==> src/common/hbss_pkg.sv <==
package hbss_pkg;
   localparam int           PORT_COUNT     = 7;
   localparam int           GP_COUNT       = 4;
   localparam int           SIG_BYTES      = 4;
   localparam logic [15:0]  SIG_ADDR       = 16'hfffa;
   localparam logic [15:0]  EXEC_ADDR      = 16'h0000;
   localparam logic [31:0]  SIG_WORD       = 32'h32444655;
   localparam logic [7:0]   END_CFG_ADDR   = 8'hff;
   localparam logic [7:0]   GP_DIR_ADDR    = 8'h00;
   localparam logic [7:0]   GP_PULL_EN_ADDR = 8'h01;
   localparam logic [7:0]   GP_PULL_UP_ADDR = 8'h02;
   localparam logic [7:0]   GP_OUT_ADDR    = 8'h03;
   localparam logic [7:0]   GP_IN_ADDR     = 8'h04;
   localparam logic [7:0]   DEF_NONREM     = 8'h00;
   localparam logic [7:0]   DEF_CHARGE     = 8'h00;
   localparam logic [2:0]   MODE_SLAVE_MGMT = 3'h1;
   localparam logic [2:0]   MODE_SPI       = 3'h2;
   localparam int           PLL_WAIT_CYC   = 16;
   localparam int           SPI_DIV        = 2;
   localparam logic [GP_COUNT-1:0] GP_RESET = '0;
   typedef enum logic [3:0] {
      ST_PLL_WAIT,
      ST_ROM_PROBE,
      ST_DEFAULT_LOAD,
      ST_STRAP_READ,
      ST_EXT_CONFIG,
      ST_FUSE_MERGE,
      ST_CHARGER_DETECT,
      ST_CONNECT,
      ST_IDLE
   } hbss_stage_t;
endpackage

==> src/rtl/hbss_spi_probe.sv <==
`timescale 1ns/1ps
module hbss_spi_probe
   import hbss_pkg::*;
(
   input  wire logic        sys_clk_i,
   input  wire logic        rst_i,
   input  wire logic        ce_i,
   input  wire logic        start_i,
   input  wire logic        miso_i,
   output logic             done_o,
   output logic             match_o,
   output logic             sck_o,
   output logic             cs_n_o,
   output logic             mosi_o
);
   // single-bit read, mode 0: command 03h, 16-bit address, 32 data bits
   localparam int TOTAL = 8 + 16 + 32 + 1;
   logic [55:0] shift_out;
   logic [31:0] shift_in;
   logic [6:0]  bit_cnt;
   logic        busy;
   logic        miso_q1;
   logic        miso_q2;

   always_ff @(posedge sys_clk_i or posedge rst_i) begin
      if (rst_i) begin
         miso_q1 <= 1'b0;
         miso_q2 <= 1'b0;
      end else if (ce_i) begin
         miso_q1 <= miso_i;
         miso_q2 <= miso_q1;
      end
   end

   always_ff @(posedge sys_clk_i or posedge rst_i) begin
      if (rst_i) begin
         busy      <= 1'b0;
         cs_n_o    <= 1'b1;
         sck_o     <= 1'b0;
         mosi_o    <= 1'b0;
         bit_cnt   <= '0;
         shift_out <= '0;
         shift_in  <= '0;
         done_o    <= 1'b0;
         match_o   <= 1'b0;
      end else if (ce_i) begin
         done_o <= 1'b0;
         if (start_i && !busy && !done_o) begin
            busy      <= 1'b1;
            cs_n_o    <= 1'b0;
            bit_cnt   <= '0;
            shift_out <= {8'h03, SIG_ADDR, 32'h0000_0000};
            mosi_o    <= 1'b0;
         end else if (busy) begin
            if (!sck_o) begin
               sck_o  <= 1'b1;
               // two-flop lag on miso: the spare clock catches the last bit
               shift_in <= {shift_in[30:0], miso_q2};
            end else begin
               sck_o     <= 1'b0;
               shift_out <= {shift_out[54:0], 1'b0};
               mosi_o    <= shift_out[54];
               bit_cnt   <= bit_cnt + 7'h01;
               if (bit_cnt == 7'(TOTAL - 1)) begin
                  busy    <= 1'b0;
                  cs_n_o  <= 1'b1;
                  done_o  <= 1'b1;
                  match_o <= (shift_in == SIG_WORD);
               end
            end
         end
      end
   end
endmodule

==> src/rtl/hbss_boot_seq.sv <==
// Summary of operation
// - two disable straps per port 7..1
// - port off only when both straps high
// - legacy disable also kills superspeed path
// - fixed-port strap decodes to port mask
// - charge strap decodes to port mask
// - general pins in/out with pulls
// - general pin settings in writable registers
// - reset low standby, high hub boot
// - standby disables ports, floats data pins
// - no configuration kept across standby
// - release enters probe after pll lock
// - signature at fffa selects external code
// - non-spi mode skips flash probe
// - single-bit mode 0 flash transfers
// - defaults loaded then strap override
// - straps latched at release, test mgmt pull-ups
// - slave mode with both pull-ups enters external config
// - external config waits with no timeout
// - slave setting enables mgmt slave
// - charge detect or connect after merge
`timescale 1ns/1ps
module hbss_boot_seq
   import hbss_pkg::*;
(
   input  wire logic                   sys_clk_i,
   input  wire logic                   rst_i,
   input  wire logic                   ce_i,
   input  wire logic                   chip_reset_n_i,
   input  wire logic                   pll_lock_i,
   input  wire logic                   bus_power_i,
   input  wire logic [PORT_COUNT-1:0]  port_dplus_off_strap_i,
   input  wire logic [PORT_COUNT-1:0]  port_dminus_off_strap_i,
   input  wire logic [2:0]             fixed_port_count_strap_i,
   input  wire logic [2:0]             charge_port_count_strap_i,
   input  wire logic [2:0]             mode_strap_i,
   input  wire logic                   mgmt_data_pin_i,
   input  wire logic                   mgmt_clock_pin_i,
   input  wire logic                   mgmt_wr_i,
   input  wire logic [7:0]             mgmt_addr_i,
   input  wire logic [7:0]             mgmt_wdata_i,
   input  wire logic                   spi_miso_i,
   input  wire logic [GP_COUNT-1:0]    general_pin_i,
   output logic [GP_COUNT-1:0]         general_pin_o,
   output logic [GP_COUNT-1:0]         general_pin_oe_n_o,
   output logic [GP_COUNT-1:0]         general_pull_en_o,
   output logic [GP_COUNT-1:0]         general_pull_up_o,
   output logic [7:0]                  mgmt_rdata_o,
   output logic                        mgmt_slave_en_o,
   output logic [PORT_COUNT-1:0]       port_legacy_en_o,
   output logic [PORT_COUNT-1:0]       port_super_en_o,
   output logic [PORT_COUNT-1:0]       port_fixed_o,
   output logic [PORT_COUNT-1:0]       port_charge_o,
   output logic                        data_pins_hiz_o,
   output logic                        pll_run_o,
   output logic                        ext_exec_o,
   output hbss_pkg::hbss_stage_t       stage_o,
   output logic                        spi_sck_o,
   output logic                        spi_cs_n_o,
   output logic                        spi_mosi_o
);
   function automatic logic [PORT_COUNT-1:0] level_mask(
      input logic [2:0] code);
      logic [PORT_COUNT-1:0] m;
      m = '0;
      unique case (code)
         3'h0:    m = 7'h00;
         3'h1:    m = 7'h01;
         3'h2:    m = 7'h03;
         3'h3:    m = 7'h07;
         3'h4:    m = 7'h0f;
         3'h5:    m = 7'h7f;
         default: m = 7'h00;
      endcase
      return m;
   endfunction

   hbss_stage_t stage;
   hbss_stage_t next_stage;
   logic        rst_n_q1;
   logic        rst_n_q2;
   logic        mdat_q1;
   logic        mdat_q2;
   logic        mclk_q1;
   logic        mclk_q2;
   logic [GP_COUNT-1:0] gin_q1;
   logic [GP_COUNT-1:0] gin_q2;
   logic [$clog2(PLL_WAIT_CYC+1)-1:0] lock_cnt;
   logic        straps_taken;
   logic [PORT_COUNT-1:0] dplus_off;
   logic [PORT_COUNT-1:0] dminus_off;
   logic [2:0]  fixed_code;
   logic [2:0]  charge_code;
   logic [2:0]  mode_code;
   logic [PORT_COUNT-1:0] fixed_cfg;
   logic [PORT_COUNT-1:0] charge_cfg;
   logic        probe_start;
   logic        probe_done;
   logic        probe_match;
   logic [GP_COUNT-1:0] gp_dir;
   logic        cfg_end;
   logic        standby;

   // the pin reset is asynchronous to the core clock
   always_ff @(posedge sys_clk_i or posedge rst_i) begin
      if (rst_i) begin
         rst_n_q1 <= 1'b0;
         rst_n_q2 <= 1'b0;
         mdat_q1  <= 1'b0;
         mdat_q2  <= 1'b0;
         mclk_q1  <= 1'b0;
         mclk_q2  <= 1'b0;
         gin_q1   <= '0;
         gin_q2   <= '0;
      end else if (ce_i) begin
         rst_n_q1 <= chip_reset_n_i;
         rst_n_q2 <= rst_n_q1;
         mdat_q1  <= mgmt_data_pin_i;
         mdat_q2  <= mdat_q1;
         mclk_q1  <= mgmt_clock_pin_i;
         mclk_q2  <= mclk_q1;
         gin_q1   <= general_pin_i;
         gin_q2   <= gin_q1;
      end
   end

   assign standby = !rst_n_q2;
   assign cfg_end = mgmt_wr_i && (mgmt_addr_i == END_CFG_ADDR);
   assign probe_start = (stage == ST_ROM_PROBE) && (mode_code == MODE_SPI);

   always_comb begin
      next_stage = stage;
      unique case (stage)
         ST_PLL_WAIT:
            if (lock_cnt == PLL_WAIT_CYC[$bits(lock_cnt)-1:0])
               next_stage = ST_ROM_PROBE;
         ST_ROM_PROBE:
            if (mode_code != MODE_SPI)
               next_stage = ST_DEFAULT_LOAD;
            else if (probe_done)
               next_stage = probe_match ? ST_IDLE : ST_DEFAULT_LOAD;
         ST_DEFAULT_LOAD:
            next_stage = ST_STRAP_READ;
         ST_STRAP_READ:
            if (mode_code == MODE_SLAVE_MGMT && mdat_q2 && mclk_q2)
               next_stage = ST_EXT_CONFIG;
            else
               next_stage = ST_FUSE_MERGE;
         ST_EXT_CONFIG:
            if (cfg_end)
               next_stage = ST_FUSE_MERGE;
         ST_FUSE_MERGE:
            if (bus_power_i)
               next_stage = (charge_cfg != '0) ? ST_CHARGER_DETECT
                                               : ST_CONNECT;
         ST_CHARGER_DETECT:
            next_stage = ST_CONNECT;
         ST_CONNECT:
            next_stage = ST_CONNECT;
         ST_IDLE:
            next_stage = ST_IDLE;
         default:
            next_stage = ST_PLL_WAIT;
      endcase
   end

   always_ff @(posedge sys_clk_i or posedge rst_i) begin
      if (rst_i) begin
         stage    <= ST_PLL_WAIT;
         lock_cnt <= '0;
      end else if (ce_i) begin
         if (standby) begin
            stage    <= ST_PLL_WAIT;
            lock_cnt <= '0;
         end else begin
            stage <= next_stage;
            // lock must hold steadily; a drop restarts the wait
            if (stage == ST_PLL_WAIT)
               lock_cnt <= pll_lock_i ? lock_cnt + 1'b1 : '0;
         end
      end
   end

   // straps are captured once per release, never while standing by
   always_ff @(posedge sys_clk_i or posedge rst_i) begin
      if (rst_i) begin
         straps_taken <= 1'b0;
         dplus_off    <= '0;
         dminus_off   <= '0;
         fixed_code   <= '0;
         charge_code  <= '0;
         mode_code    <= '0;
      end else if (ce_i) begin
         if (standby) begin
            straps_taken <= 1'b0;
         end else if (!straps_taken) begin
            straps_taken <= 1'b1;
            dplus_off    <= port_dplus_off_strap_i;
            dminus_off   <= port_dminus_off_strap_i;
            fixed_code   <= fixed_port_count_strap_i;
            charge_code  <= charge_port_count_strap_i;
            mode_code    <= mode_strap_i;
         end
      end
   end

   always_ff @(posedge sys_clk_i or posedge rst_i) begin
      if (rst_i) begin
         fixed_cfg  <= DEF_NONREM[PORT_COUNT-1:0];
         charge_cfg <= DEF_CHARGE[PORT_COUNT-1:0];
      end else if (ce_i) begin
         if (standby) begin
            fixed_cfg  <= DEF_NONREM[PORT_COUNT-1:0];
            charge_cfg <= DEF_CHARGE[PORT_COUNT-1:0];
         end else if (stage == ST_ROM_PROBE) begin
            fixed_cfg  <= DEF_NONREM[PORT_COUNT-1:0];
            charge_cfg <= DEF_CHARGE[PORT_COUNT-1:0];
         end else if (stage == ST_DEFAULT_LOAD) begin
            fixed_cfg  <= level_mask(fixed_code);
            charge_cfg <= level_mask(charge_code);
         end
      end
   end

   // general pins: controller owns direction, pulls and level
   always_ff @(posedge sys_clk_i or posedge rst_i) begin
      if (rst_i) begin
         gp_dir            <= GP_RESET;
         general_pin_o     <= GP_RESET;
         general_pull_en_o <= GP_RESET;
         general_pull_up_o <= GP_RESET;
         mgmt_rdata_o      <= '0;
      end else if (ce_i) begin
         if (standby) begin
            gp_dir            <= GP_RESET;
            general_pin_o     <= GP_RESET;
            general_pull_en_o <= GP_RESET;
            general_pull_up_o <= GP_RESET;
            mgmt_rdata_o      <= '0;
         end else begin
            if (mgmt_slave_en_o && mgmt_wr_i) begin
               unique case (mgmt_addr_i)
                  GP_DIR_ADDR:     gp_dir <= mgmt_wdata_i[GP_COUNT-1:0];
                  GP_PULL_EN_ADDR:
                     general_pull_en_o <= mgmt_wdata_i[GP_COUNT-1:0];
                  GP_PULL_UP_ADDR:
                     general_pull_up_o <= mgmt_wdata_i[GP_COUNT-1:0];
                  GP_OUT_ADDR:
                     general_pin_o <= mgmt_wdata_i[GP_COUNT-1:0];
                  default: ;
               endcase
            end
            unique case (mgmt_addr_i)
               GP_DIR_ADDR:     mgmt_rdata_o <= 8'(gp_dir);
               GP_PULL_EN_ADDR: mgmt_rdata_o <= 8'(general_pull_en_o);
               GP_PULL_UP_ADDR: mgmt_rdata_o <= 8'(general_pull_up_o);
               GP_OUT_ADDR:     mgmt_rdata_o <= 8'(general_pin_o);
               GP_IN_ADDR:      mgmt_rdata_o <= 8'(gin_q2);
               default:         mgmt_rdata_o <= 8'h00;
            endcase
         end
      end
   end

   always_ff @(posedge sys_clk_i or posedge rst_i) begin
      if (rst_i) begin
         general_pin_oe_n_o <= '1;
      end else if (ce_i) begin
         general_pin_oe_n_o <= standby ? '1 : ~gp_dir;
      end
   end

   always_ff @(posedge sys_clk_i or posedge rst_i) begin
      if (rst_i) begin
         mgmt_slave_en_o  <= 1'b0;
         port_legacy_en_o <= '0;
         port_super_en_o  <= '0;
         port_fixed_o     <= '0;
         port_charge_o    <= '0;
         data_pins_hiz_o  <= 1'b1;
         pll_run_o        <= 1'b0;
         ext_exec_o       <= 1'b0;
         stage_o          <= ST_PLL_WAIT;
      end else if (ce_i) begin
         stage_o   <= stage;
         pll_run_o <= !standby;
         mgmt_slave_en_o <= !standby && straps_taken
                            && (mode_code == MODE_SLAVE_MGMT);
         if (standby) begin
            port_legacy_en_o <= '0;
            port_super_en_o  <= '0;
            data_pins_hiz_o  <= 1'b1;
            ext_exec_o       <= 1'b0;
         end else begin
            if (stage == ST_ROM_PROBE && probe_done && probe_match)
               ext_exec_o <= 1'b1;
            data_pins_hiz_o  <= !(stage == ST_CONNECT);
            port_legacy_en_o <= ~(dplus_off & dminus_off);
            port_super_en_o  <= ~(dplus_off & dminus_off);
            port_fixed_o     <= fixed_cfg;
            port_charge_o    <= charge_cfg;
         end
      end
   end

   hbss_spi_probe u_probe (
      .sys_clk_i (sys_clk_i),
      .rst_i     (rst_i | standby),
      .ce_i      (ce_i),
      .start_i   (probe_start),
      .miso_i    (spi_miso_i),
      .done_o    (probe_done),
      .match_o   (probe_match),
      .sck_o     (spi_sck_o),
      .cs_n_o    (spi_cs_n_o),
      .mosi_o    (spi_mosi_o)
   );
endmodule

==> config.mk <==
export PLATFORM = sky130hd
export DESIGN_NAME = hbss_boot_seq
export DESIGN_NICKNAME = d
export VERILOG_FILES = /design/src/common/hbss_pkg.sv /design/src/rtl/hbss_spi_probe.sv /design/src/rtl/hbss_boot_seq.sv
export SDC_FILE = /design/constraint.sdc
export NUM_CORES = 1
export LEC_CHECK = 0
export BUFFER_PORTS_ARGS = -buffer_cell sky130_fd_sc_hd__buf_2
export CAP_MARGIN = 40
export CORE_MARGIN = 4
export CORE_UTILIZATION = 40
export DETAILED_ROUTE_END_ITERATION = 8
export SETUP_SLACK_MARGIN = 0.1
export SLEW_MARGIN = 20
export SYNTH_ARGS = -nofsm -noshare
export SYNTH_HDL_FRONTEND = slang
export SYNTH_SLANG_ARGS = --single-unit
==> constraint.sdc <==
create_clock -name sys_clk_i -period 5.6 [get_ports sys_clk_i]
set_input_delay 0.56 -clock sys_clk_i [delete_from_list [all_inputs] [get_ports sys_clk_i]]
set_output_delay 0.56 -clock sys_clk_i [all_outputs]
set_load 0.01 [all_outputs]
Word level (Yosys, flattened, before mapping)
Cells that the tools add are included.
{"block": "totals", "regBits": 220, "latchBits": 0, "mem_bits_rw": 0, "rom_bits": 0, "out_inout_bits": 63, "word_cells": 193, "mem_count": 0}
{"block": "classes", "add_sub_neg": 2, "multipliers": 0, "div_mod_pow": 0, "order_cmp": 0, "n_eq_ne": 41, "shifts": 0, "n_mux": 63, "bitwise": 7, "n_reduce_logical": 37}
{"operator": "55-bit 2-to-1 mux", "count": 3}
{"operator": "4-bit 2-to-1 mux", "count": 21}
{"operator": "7-bit 2-to-1 mux", "count": 10}
{"operator": "7-bit one-hot mux with 5 select lines", "count": 2}
{"operator": "32-bit by 30-bit equality test with 1-bit output (second input constant)", "count": 1}
{"operator": "4-bit one-hot mux with 8 select lines", "count": 1}
{"operator": "1-bit 2-to-1 mux", "count": 22}
{"operator": "3-bit AND reduction", "count": 7}
{"operator": "4-bit one-hot mux with 5 select lines", "count": 1}
{"operator": "4-bit by 3-bit equality test with 1-bit output (second input constant)", "count": 4}
{"operator": "8-bit by 2-bit equality test with 1-bit output (second input constant)", "count": 2}
{"operator": "3-bit by 2-bit equality test with 1-bit output (second input constant)", "count": 5}
{"operator": "5-bit 2-to-1 mux", "count": 3}
{"operator": "2-bit by 1-bit inequality test with 1-bit output (second input constant)", "count": 7}
{"operator": "3-bit equality test (second input constant)", "count": 4}
{"operator": "1-bit logical AND", "count": 11}
{"operator": "5-bit AND reduction", "count": 2}
{"operator": "3-bit by 1-bit equality test with 1-bit output (second input constant)", "count": 3}
{"operator": "3-bit inequality test (second input constant)", "count": 3}
{"operator": "4-bit by 2-bit equality test with 1-bit output (second input constant)", "count": 2}
{"operator": "8-bit by 1-bit equality test with 1-bit output (second input constant)", "count": 1}
{"operator": "8-bit by 3-bit equality test with 1-bit output (second input constant)", "count": 1}
{"operator": "8-bit equality test (second input constant)", "count": 1}
{"operator": "8-bit logical NOT", "count": 1}
{"operator": "other kinds (21)", "count": 32}

Depth between registers and ports, before layout
Gate-level depths: netlist (run 1).
{"block": "logic_depth", "word_depth": 6, "depth_mapped": 7, "depth_no_buf": 6}

Hierarchy
Synthesis (run 1) repeated with hierarchy kept, for this count alone.
{"block": "hier_totals", "cells_unflattened": 637, "area_unflattened_um2": 7817.5}
{"mod": "hbss_boot_seq", "n_inst": 1, "cells_per_inst": 420, "area_per_inst_um2": 4894.7}
{"mod": "hbss_spi_probe", "n_inst": 1, "cells_per_inst": 217, "area_per_inst_um2": 2922.8}

Worst setup path after synthesis (run 1)
OpenSTA, ideal clock, no wires.
{"block": "synth_timing", "path_kind": "input port to flip-flop", "startpoint": "in mgmt_addr_i[5]", "endpoint": "reg general_pin_o[3]", "setup_ns": 0.126, "arrival_ns": 2.128, "required_time_ns": 5.474, "setup_slack_ns": 3.346, "cell_stages": 5, "path_buffers": 1, "path_cell_list": "or4_4 or3_1 buf_2 o311a_1 a221o_1"}
{"block": "synth_between", "elab_chain_cells": 3}
{"element": "start, declared", "line_no": "hbss_boot_seq.sv:40", "source": "input wire logic [7:0] mgmt_addr_i,"}
{"element": "8-bit by 2-bit equality test with 1-bit output", "line_no": "hbss_boot_seq.sv:242", "source": "unique case (mgmt_addr_i)"}
{"element": "2-bit by 1-bit inequality test with 1-bit output (no line)"}
{"element": "3-bit AND reduction (no line)"}
{"element": "end signal, assigned", "line_no": "hbss_boot_seq.sv:249", "source": "general_pin_o <= mgmt_wdata_i[GP_COUNT-1:0];"}
{"element": "end, declared", "line_no": "hbss_boot_seq.sv:44", "source": "output logic [GP_COUNT-1:0] general_pin_o,"}
Every way passes these cells.
A chain may end at the register's enable or synchronous reset.

Final worst setup path (run 1)
{"block": "layout_timing", "startpoint": "in ce_i", "endpoint": "reg u_probe.bit_cnt[5]"}
{"block": "layout_between", "elab_chain_cells": 1}
{"element": "start, declared", "line_no": "hbss_boot_seq.sv:28", "source": "input wire logic ce_i,"}
{"element": "3-bit AND reduction (no line)"}
{"element": "end signal, assigned", "line_no": "hbss_spi_probe.sv:63", "source": "bit_cnt <= bit_cnt + 7'h01;"}
{"element": "end, declared", "line_no": "hbss_spi_probe.sv:20", "source": "logic [6:0] bit_cnt;"}
Every way passes these cells.

==> run metrics, run 1 <==
Comb power frac 0.155; slowest stage delay, CP 610 ps; Remaining DRCs 0; area delta synth->final 16.7%; most frequent cell after synthesis dfrtp_1; Yosys top cell area share 0.551; Pint 0.00237 W; data required time of the worst path 5900 ps; final setup TNS 0 ps; htree depth 4; outcome finished, final reports clean; grt met2 use 0.244; ys async rst share 1.00; GPL Wtd Cong 0.893; EDFF count, synth 0; commonest cells in the netlist 168 x dfrtp_1, 87 x mux2_2, 32 x nand2_1, 26 x clkbuf_1, 25 x a22o_1; CTS root buf clkbuf_16; via/cell ratio 5.53; worst-skew pair later-pin latency 430 ps; met3 Use GR 0.0400; Max Cap Violations 0; setup repair bufs after CTS 0; Post-CTS Resized 0; DRT Pass-1 Iters 5; critical path's top delay family simple AND/OR/NAND/NOR gates; die area 21300 um2; Initial Utilization 0.408; Seq cells post-synth 174; Max Slew Vio Count 0; Most used DFF post-synth dfrtp_1; yosys warns 0; routed len/inst 17.0 um; Net Sw Power 0.000888 W; Post-Syn Instances 623; crit start category input pin; first-pass GRT wire length 27.8 mm; filler cell count 1713; initial antenna violation count 0; Clock transition at path regs 60 ps; HPWL after detailed placement 11.3 mm; Slew headroom 0.479; met1 usage 0.218; CP arrival 2740 ps; row count 50; final core utilization 0.475; worst slew pin tran 771 ps; CP Cell Sequence buf_2 > buf_4 > nand3_1 > nor3_1 > xnor2_1 > nor2_1; share of power burned in the clock network 0.343; drt initial violations 353; number of buffers and inverters on the critical path 2; largest area contributor in the netlist dfrtp_1; Die Wd 146 um; # port buffers 107; Switching Fraction 0.273; final period utilization 0.436; Netlist cell types 60; Crit Path Class input pin to flip-flop; core footprint 18700 um2; worst-path maximum fanout 43; Seq/Total Area, Yosys 0.572; FMAX 410 MHz; die height 146 um; CTS tree done; Peak VDD IR 210 uV; min Tclk post-route 2440 ps; CTS Buffer Depth 2; CTS Sinks 174; critical path endpoint category flip-flop; nets 772; Top Ports 116; RSZ-0062 raised after global routing false; largest cells by area after synthesis dfrtp_1 55%, mux2_2 13%, a22o_1 2.9%, dfstp_2 2.1%, o22a_1 2.0%; drt total wl 16.3 mm; Crit-path slowest cell nand3_1; static leakage 4.16 nW; share of layout cells above drive strength 1 0.341; via count 5311; power per cell area 366 nW/um2; Avg Cell Area, Syn 12.2 um2; Worst Hold Class input pin to asynchronous set/reset pin; GRT overflow 0; largest net degree at the start of global routing 70; clk_skew 9.29 ps; GR Util All Layers 0.158; Seq pwr share 0.501; DRT antenna net count 0; Synth Cell Area 7620 um2; Final Hold Viols 0; TritonCTS buffer count 17; CTS Hold Buffers Added 0; Final setup viols 0; GRT Max-Usage Layer met2; vias in the first global route 5430
==> cells in the final DEF, fill, tap and decap left out, drive strengths merged, types with 7 or more instances in the layout <==
cell type    n
o22a        17
clkbuf      20
nor3         9
a31oi        8
nand3       20
nor2        21
inv         28
dfrtp      168
o21ai       28
nand4        9
o2bb2ai     10
mux2        87
nor4b       10
nand2b       7
a22o        25
a21oi       11
buf        115
nand2       32
==> logic make-up (layout without fill, tap and decap cells) <==
logic type / count (synthesis) / count (layout) / share of synthesized area
flops: 174 / 174 / 0.572
simple gates: 144 / 144 / 0.106
compound gates: 133 / 133 / 0.130
mux: 89 / 89 / 0.133
buf+inv: 72 / 171 / 0.0437
fa+ha+maj: 6 / 6 / 0.00985
xor+xnor: 4 / 4 / 0.00460
other cells: 1 / 5 / 0.000492
==> state kept, by name, indices dropped and copies added, names as in the netlist, 5 cells and up <==
register / count
port_fixed_o: 5
port_super_en_o: 7
u_probe.shift_in: 32
u_probe.shift_out: 22
u_probe.bit_cnt: 7
fixed_cfg: 5
port_charge_o: 5
dminus_off: 7
dplus_off: 7
lock_cnt: 5
charge_cfg: 5
==> worst register-to-register path, cell delays in order, from the launching register on <==
cell     delay [ps]
dfrtp_1         550
or4b_1          590
o31ai_1         390
and2_1          550
o22a_1          240
==> final timing paths <==
check / start / endpoint / slack (ps) / depth (start not counted)
max: ce_i / u_probe.bit_cnt[5] / 3160 / 6
min: rst_i / lock_cnt[4] / 120 / 2
max reg2reg: stage[2] / u_probe.shift_out[47] / 3220 / 4
min reg2reg: u_probe.shift_out[33] / u_probe.shift_out[33] / 480 / 1
max in group asynchronous: rst_n_q2 / u_probe.cs_n_o / 4120 / 5
min in group sys_clk_i: port_dplus_off_strap_i[5] / dplus_off[5] / 360 / 2
==> cell type report <==
cell class | count | area [um2] | share of cell area
clock buffers | 19 | 443 | 0.0498
repair buffers | 116 | 644 | 0.0725
well taps | 234 | 293 | 0.0329
multi-input cells | 380 | 2950 | 0.331
clock inverters | 12 | 109 | 0.0122
diodes | 1 | 2.50 | 0.000281
inverters | 24 | 92.6 | 0.0104
flip-flops and latches | 174 | 4360 | 0.490
==> layer usage <==
metal  routed length (um)  vias up
met2                 7520      164
li1                     -     2467
met4                  297        0
met5                    0        -
met1                 7520     2658
met3                  968       22
==> stage by stage <==
| step | std cells | setup slack (ps) | total power (W) | hold WS (ps) | area, um2 |
|---|---|---|---|---|---|
| finish | 960 | 3160 | 0.00325 | 115 | 8890 |
| global route | 959 | 2960 | 0.00344 | 115 | 8890 |
| CTS | 956 | 3160 | 0.00329 | 346 | 8830 |
| detailed placement | 925 | 2710 | 0.00216 | 466 | 8280 |
| global placement | 924 | 2750 | 0.00212 | 465 | 8270 |
| floorplan | 626 | 904 | 0.00201 | 424 | 7630 |
==> power groups by stage <==
stage	combinational (W)	sequential (W)	clock [W]
floorplan	0.000397	0.00161	0
global placement	0.000486	0.00164	0
detailed placement	0.000507	0.00165	0
CTS	0.000510	0.00163	0.00115
global route	0.000568	0.00166	0.00121
finish	0.000506	0.00163	0.00112
Power figures use the tool's default switching activity.
==> run 2, diff against run 1 <==
==> constraint.sdc (replaced) <==
create_clock -name sys_clk_i -period 2 [get_ports sys_clk_i]
set_input_delay 0.2 -clock sys_clk_i [delete_from_list [all_inputs] [get_ports sys_clk_i]]
set_output_delay 0.2 -clock sys_clk_i [all_outputs]
set_load 0.01 [all_outputs]
==> run 2 against run 1 <==
Non-clock buffer count grew 52. Via count grew 2.5%. Register-to-register slack lost 3000 ps. Clock power grew to 2.9 times the previous value. Die area is the same. Sequential cell count is the same. Combinational power grew to 3.1 times the previous value. Sequential power grew to 2.8 times the previous value. Core utilization grew 3.0 points. Total power grew to 2.9 times the previous value. Critical path type is now flip-flop to flip-flop. Critical endpoint is now lock_cnt[3]. Largest power group unchanged.
==> run metrics, run 2 (synthesized netlist as in run 1, its figures left out) <==
GRT overflow 0; min Tclk post-route 1800 ps; most common cell after layout, fill and taps aside dfrtp_1; HPWL after detailed placement 11.9 mm; Worst path most repeated cell a22o_1; Final Hold Viols 0; outcome finished, final reports clean; worst-skew pair later-pin latency 430 ps; Crit Path Class flip-flop to flip-flop; Top Registers u_probe.shift_in (32), u_probe.shift_out (22); CTS Sinks 174; Slew headroom 0.605; Top Ports 116; first-pass GRT wire length 28.9 mm; CP arrival 2110 ps; reg2reg path depth 4; CP Cell Sequence or4_1 > a21o_1 > a22o_1 > a22o_1; area delta synth->final 24.0%; Initial Utilization 0.408; data required time of the worst path 2310 ps; die height 146 um; Crit-path slowest cell or4_1; htree depth 4; number of buffers and inverters on the critical path 0; worst-path maximum fanout 7; nets 824; Final setup viols 0; Max Cap Violations 0; Final WS setup 202 ps; share of layout cells above drive strength 1 0.358; slowest stage delay, CP 660 ps; stages on the worst setup path 4; DRT antenna net count 0; vias in the first global route 5768; critical path's top delay family simple AND/OR/NAND/NOR gates; row count 50; core footprint 18700 um2; final period utilization 0.899; worst slew pin tran 591 ps; clk_skew 9.52 ps; power per cell area 991 nW/um2; drt initial violations 315; CTS root buf clkbuf_16; crit start category flip-flop; GPL Wtd Cong 0.847; Hold Slack 24.3 ps; Crit. Startpoint stage[3]; Peak VDD IR 658 uV; max FFs per register 32; most frequent cells in the layout 168 x dfrtp_1, 107 x buf_2, 87 x mux2_2; TritonCTS buffer count 17; reg-to-reg startpoint stage[3]; worst hold stages 2; initial antenna violation count 0; Max Slew Vio Count 0; drt total wl 17.0 mm; DRT Pass-1 Iters 5; critical path endpoint category flip-flop; Largest Register u_probe.shift_in; CTS Buffer Depth 2; Die Wd 146 um; GR Util All Layers 0.165; largest net degree at the start of global routing 70; worst slack, placed -23.8 ps; Remaining DRCs 0; static leakage 4.41 nW; FMAX 556 MHz; placed inst area 8560 um2; Worst Hold Class input pin to flip-flop; # port buffers 107; Hold Crit Start mode_strap_i[2]; via/cell ratio 5.38; die area 21300 um2; CTS tree done; Clock transition at path regs 70 ps; routed len/inst 16.8 um; Post-Layout Inst Area 9450 um2; RSZ-0062 raised after global routing false; via count 5442
-- run 2: changes by cell type in the layout (fill, tap and decap cells not counted), sizes merged --
| cell | previous run | this run |
|---|---|---|
| clkinvlp | 2 | 4 |
| inv | 28 | 25 |
| buf | 115 | 140 |
| clkbuf | 20 | 19 |
| dlygate4sd3 | 0 | 28 |
| bufinv | 1 | 2 |
-- run 2: worst reg2reg max path: stages (launching register included) --
cell,delay (ps)
dfrtp_1,430
or4_1,660
a21o_1,200
a22o_1,220
a22o_1,170
-- run 2: power breakdown --
group	switching, W	total (W)	leakage [nW]	internal, W
registers	0.000431	0.00456	2.24	0.00413
clock network	0.00138	0.00323	0.272	0.00185
logic	0.000727	0.00158	1.90	0.000851
total	0.00254	0.00937	4.41	0.00683
-- run 2: routing by layer --
metal	part of all wire	track usage	up-vias
li1	-	-	2569
met1	0.46	0.217	2718
met2	0.48	0.268	135
met3	0.049	0.0410	20
met4	0.015	0.0597	0
met5	0	0	-
-- run 2: through the flow --
step / TNS (ps) / total power [W] / util / std cells
after floorplan: 0 / 0.00563 / - / 626
after global placement: 0 / 0.00605 / 0.458 / 952
after detailed placement: -60.4 / 0.00616 / 0.458 / 952
after CTS: 0 / 0.00948 / 0.504 / 1011
after global routing: 0 / 0.00986 / 0.505 / 1011
final: 0 / 0.00937 / 0.505 / 1012
-- run 2: area by class of cell --
cell class                 count  area (um2)
timing repair buffer         168        1140
antenna                        1        2.50
clock buffer                  19         433
multi-input combinational    380        2990
fill                        1641        9250
clock inverter                12         139
sequential                   174        4360
inverter                      24        93.8
tap                          234         293
-- run 2: path summary, 6_finish.rpt --
check                                        end  slack [ps]
min in group asynchronous            lock_cnt[4]         430
hold / removal                      mode_code[2]          20
hold reg to reg            u_probe.shift_out[33]         480
max in group asynchronous         u_probe.cs_n_o         790
setup / recovery                     lock_cnt[3]         200
setup reg to reg                     lock_cnt[3]         200
-- run 2: repair_timing --
item	4_1_cts	5_1_grt
resized for setup	4	5
endpoints found under the hold margin	117	0
endpoints found under the setup margin	13	27
hold buffers	28	0
setup buffers	0	0
==> run 3, diff against run 2 <==
--- a/config.mk
+++ b/config.mk
@@ -7,7 +7,7 @@
 export LEC_CHECK = 0
 export BUFFER_PORTS_ARGS = -buffer_cell sky130_fd_sc_hd__buf_2
 export CAP_MARGIN = 40
-export CORE_MARGIN = 4
+export CORE_MARGIN = 10
 export CORE_UTILIZATION = 40
 export DETAILED_ROUTE_END_ITERATION = 8
 export SETUP_SLACK_MARGIN = 0.1
==> run 3 against run 2 <==
Maximum frequency decreased by 0.61%. Register-to-register slack about the same. Global-route usage decreased by 2.2 points. First-iteration DRC count increased by 11%. Critical path depth unchanged. Count of clock-buffer cells in the layout increased by 1. Clock power increased by 3%. Clock skew increased by 2.2 ps. Cell count decreased by 0.79%. Highest routed layer is now met5.
==> run metrics, run 3 (synthesized netlist as in run 1, its figures left out) <==
Final setup viols 0; CTS tree done; drt initial violations 350; data required time of the worst path 2320 ps; Seq pwr share 0.483; Largest Register u_probe.shift_in; share of layout cells above drive strength 1 0.362; GPL Wtd Cong 0.874; Top Registers u_probe.shift_in (32), u_probe.shift_out (22); Remaining DRCs 0; worst-path maximum fanout 6; Pint 0.00688 W; routed len/inst 17.7 um; DRT Pass-1 Iters 5; final core utilization 0.502; CTS Buffer Depth 2; CP arrival 2130 ps; Clock transition at path regs 70 ps; DRT antenna net count 0; Power, Total 0.00943 W; most common cell after layout, fill and taps aside dfrtp_1; TritonCTS buffer count 17; # port buffers 107; static leakage 4.39 nW; nets 816; FMAX 553 MHz; worst-skew pair later-pin latency 430 ps; min Tclk post-route 1810 ps; initial antenna violation count 1; GRT overflow 0; Final WS setup 191 ps; CTS root buf clkbuf_16; max FFs per register 32; area delta synth->final 23.1%; Post-Layout Inst Area 9380 um2; Initial Utilization 0.408; Net Sw Power 0.00256 W; via/cell ratio 5.45; placed inst area 8550 um2; Worst Hold Class input pin to flip-flop; first-pass GRT wire length 28.7 mm; power per cell area 1010 nW/um2; setup repair bufs after CTS 0; Top Ports 116; die height 158 um; worst slew pin tran 644 ps; row count 50; htree depth 4; die area 25000 um2; Die Wd 158 um; crit start category flip-flop; most frequent cells in the layout 168 x dfrtp_1, 107 x buf_2, 87 x mux2_2; Max Cap Violations 0; final period utilization 0.904; critical path endpoint category flip-flop; RSZ-0062 raised after global routing false; CTS Sinks 174; final setup TNS 0 ps; via count 5471; largest net degree at the start of global routing 70; Peak VDD IR 589 uV; Max Slew Vio Count 0; clk_skew 11.7 ps; core footprint 18700 um2; vias in the first global route 5568; Crit Path Class flip-flop to flip-flop; share of power burned in the clock network 0.352; Slew headroom 0.570; drt total wl 17.7 mm; worst slack, placed -53.8 ps; GR Util All Layers 0.143; Final Hold Viols 0; ANT cells 0; HPWL after detailed placement 12.5 mm; Switching Fraction 0.271; outcome finished, final reports clean; Comb power frac 0.165
## run 3: timing repair
item | in CTS | in global routing
gates resized for setup | 2 | 8
pin swaps | 0 | 1
endpoints found under the setup margin | 27 | 28
hold buffers | 18 | 2
endpoints found under the hold margin | 109 | 2
cloned | 0 | 0
## run 3: worst max-delay path, stage by stage (launching register included)
cell and delay (ps):
dfrtp_1 450, or4_1 640, a21o_1 210, a22o_1 230
a22o_1 170
## run 3: metrics by stage
| step | hold WS, ps | std cells |
|---|---|---|
| final | 14.9 | 1004 |
| after global routing | 3.74 | 1004 |
| after CTS | 0.506 | 1002 |
| after detailed placement | 385 | 952 |
| after global placement | 372 | 952 |
| after floorplan | 351 | 626 |
## run 3: per-layer routing
layer / part of all wire / GRT usage
met5: 0.00073 / 0
met3: 0.068 / 0.0459
met4: 0.014 / 0.0468
met1: 0.45 / 0.184
met2: 0.47 / 0.222
## run 3: layout make-up
cell class / instances / area (um2)
well taps: 234 / 293
fillers: 1628 / 9320
clock buffers: 20 / 457
repair buffers: 160 / 1050
flip-flops and latches: 174 / 4360
multi-input cells: 380 / 3000
inverters: 24 / 93.8
clock inverters: 12 / 134
## run 3: worst paths after layout
path                       slack (ps)                    end                  startpoint  cells past startpoint
min reg2reg                       480  u_probe.shift_out[33]       u_probe.shift_out[33]                      1
max                               190            lock_cnt[4]                    stage[2]                      4
min                                10          dminus_off[4]  port_dminus_off_strap_i[4]                      2
min in group asynchronous         460              gin_q1[3]                       rst_i                      3
max in group asynchronous         770         u_probe.cs_n_o                    rst_n_q2                      4
max reg2reg                       190            lock_cnt[4]                    stage[2]                      4
## run 3: power by group through the flow
stage | sequential, W | combinational [W] | clock [W]
2_1_floorplan | 0.00451 | 0.00112 | 0
3_3_place_gp | 0.00458 | 0.00146 | 0
3_5_place_dp | 0.00461 | 0.00153 | 0
4_1_cts | 0.00455 | 0.00157 | 0.00339
5_1_grt | 0.00464 | 0.00174 | 0.00353
6_report | 0.00456 | 0.00156 | 0.00332
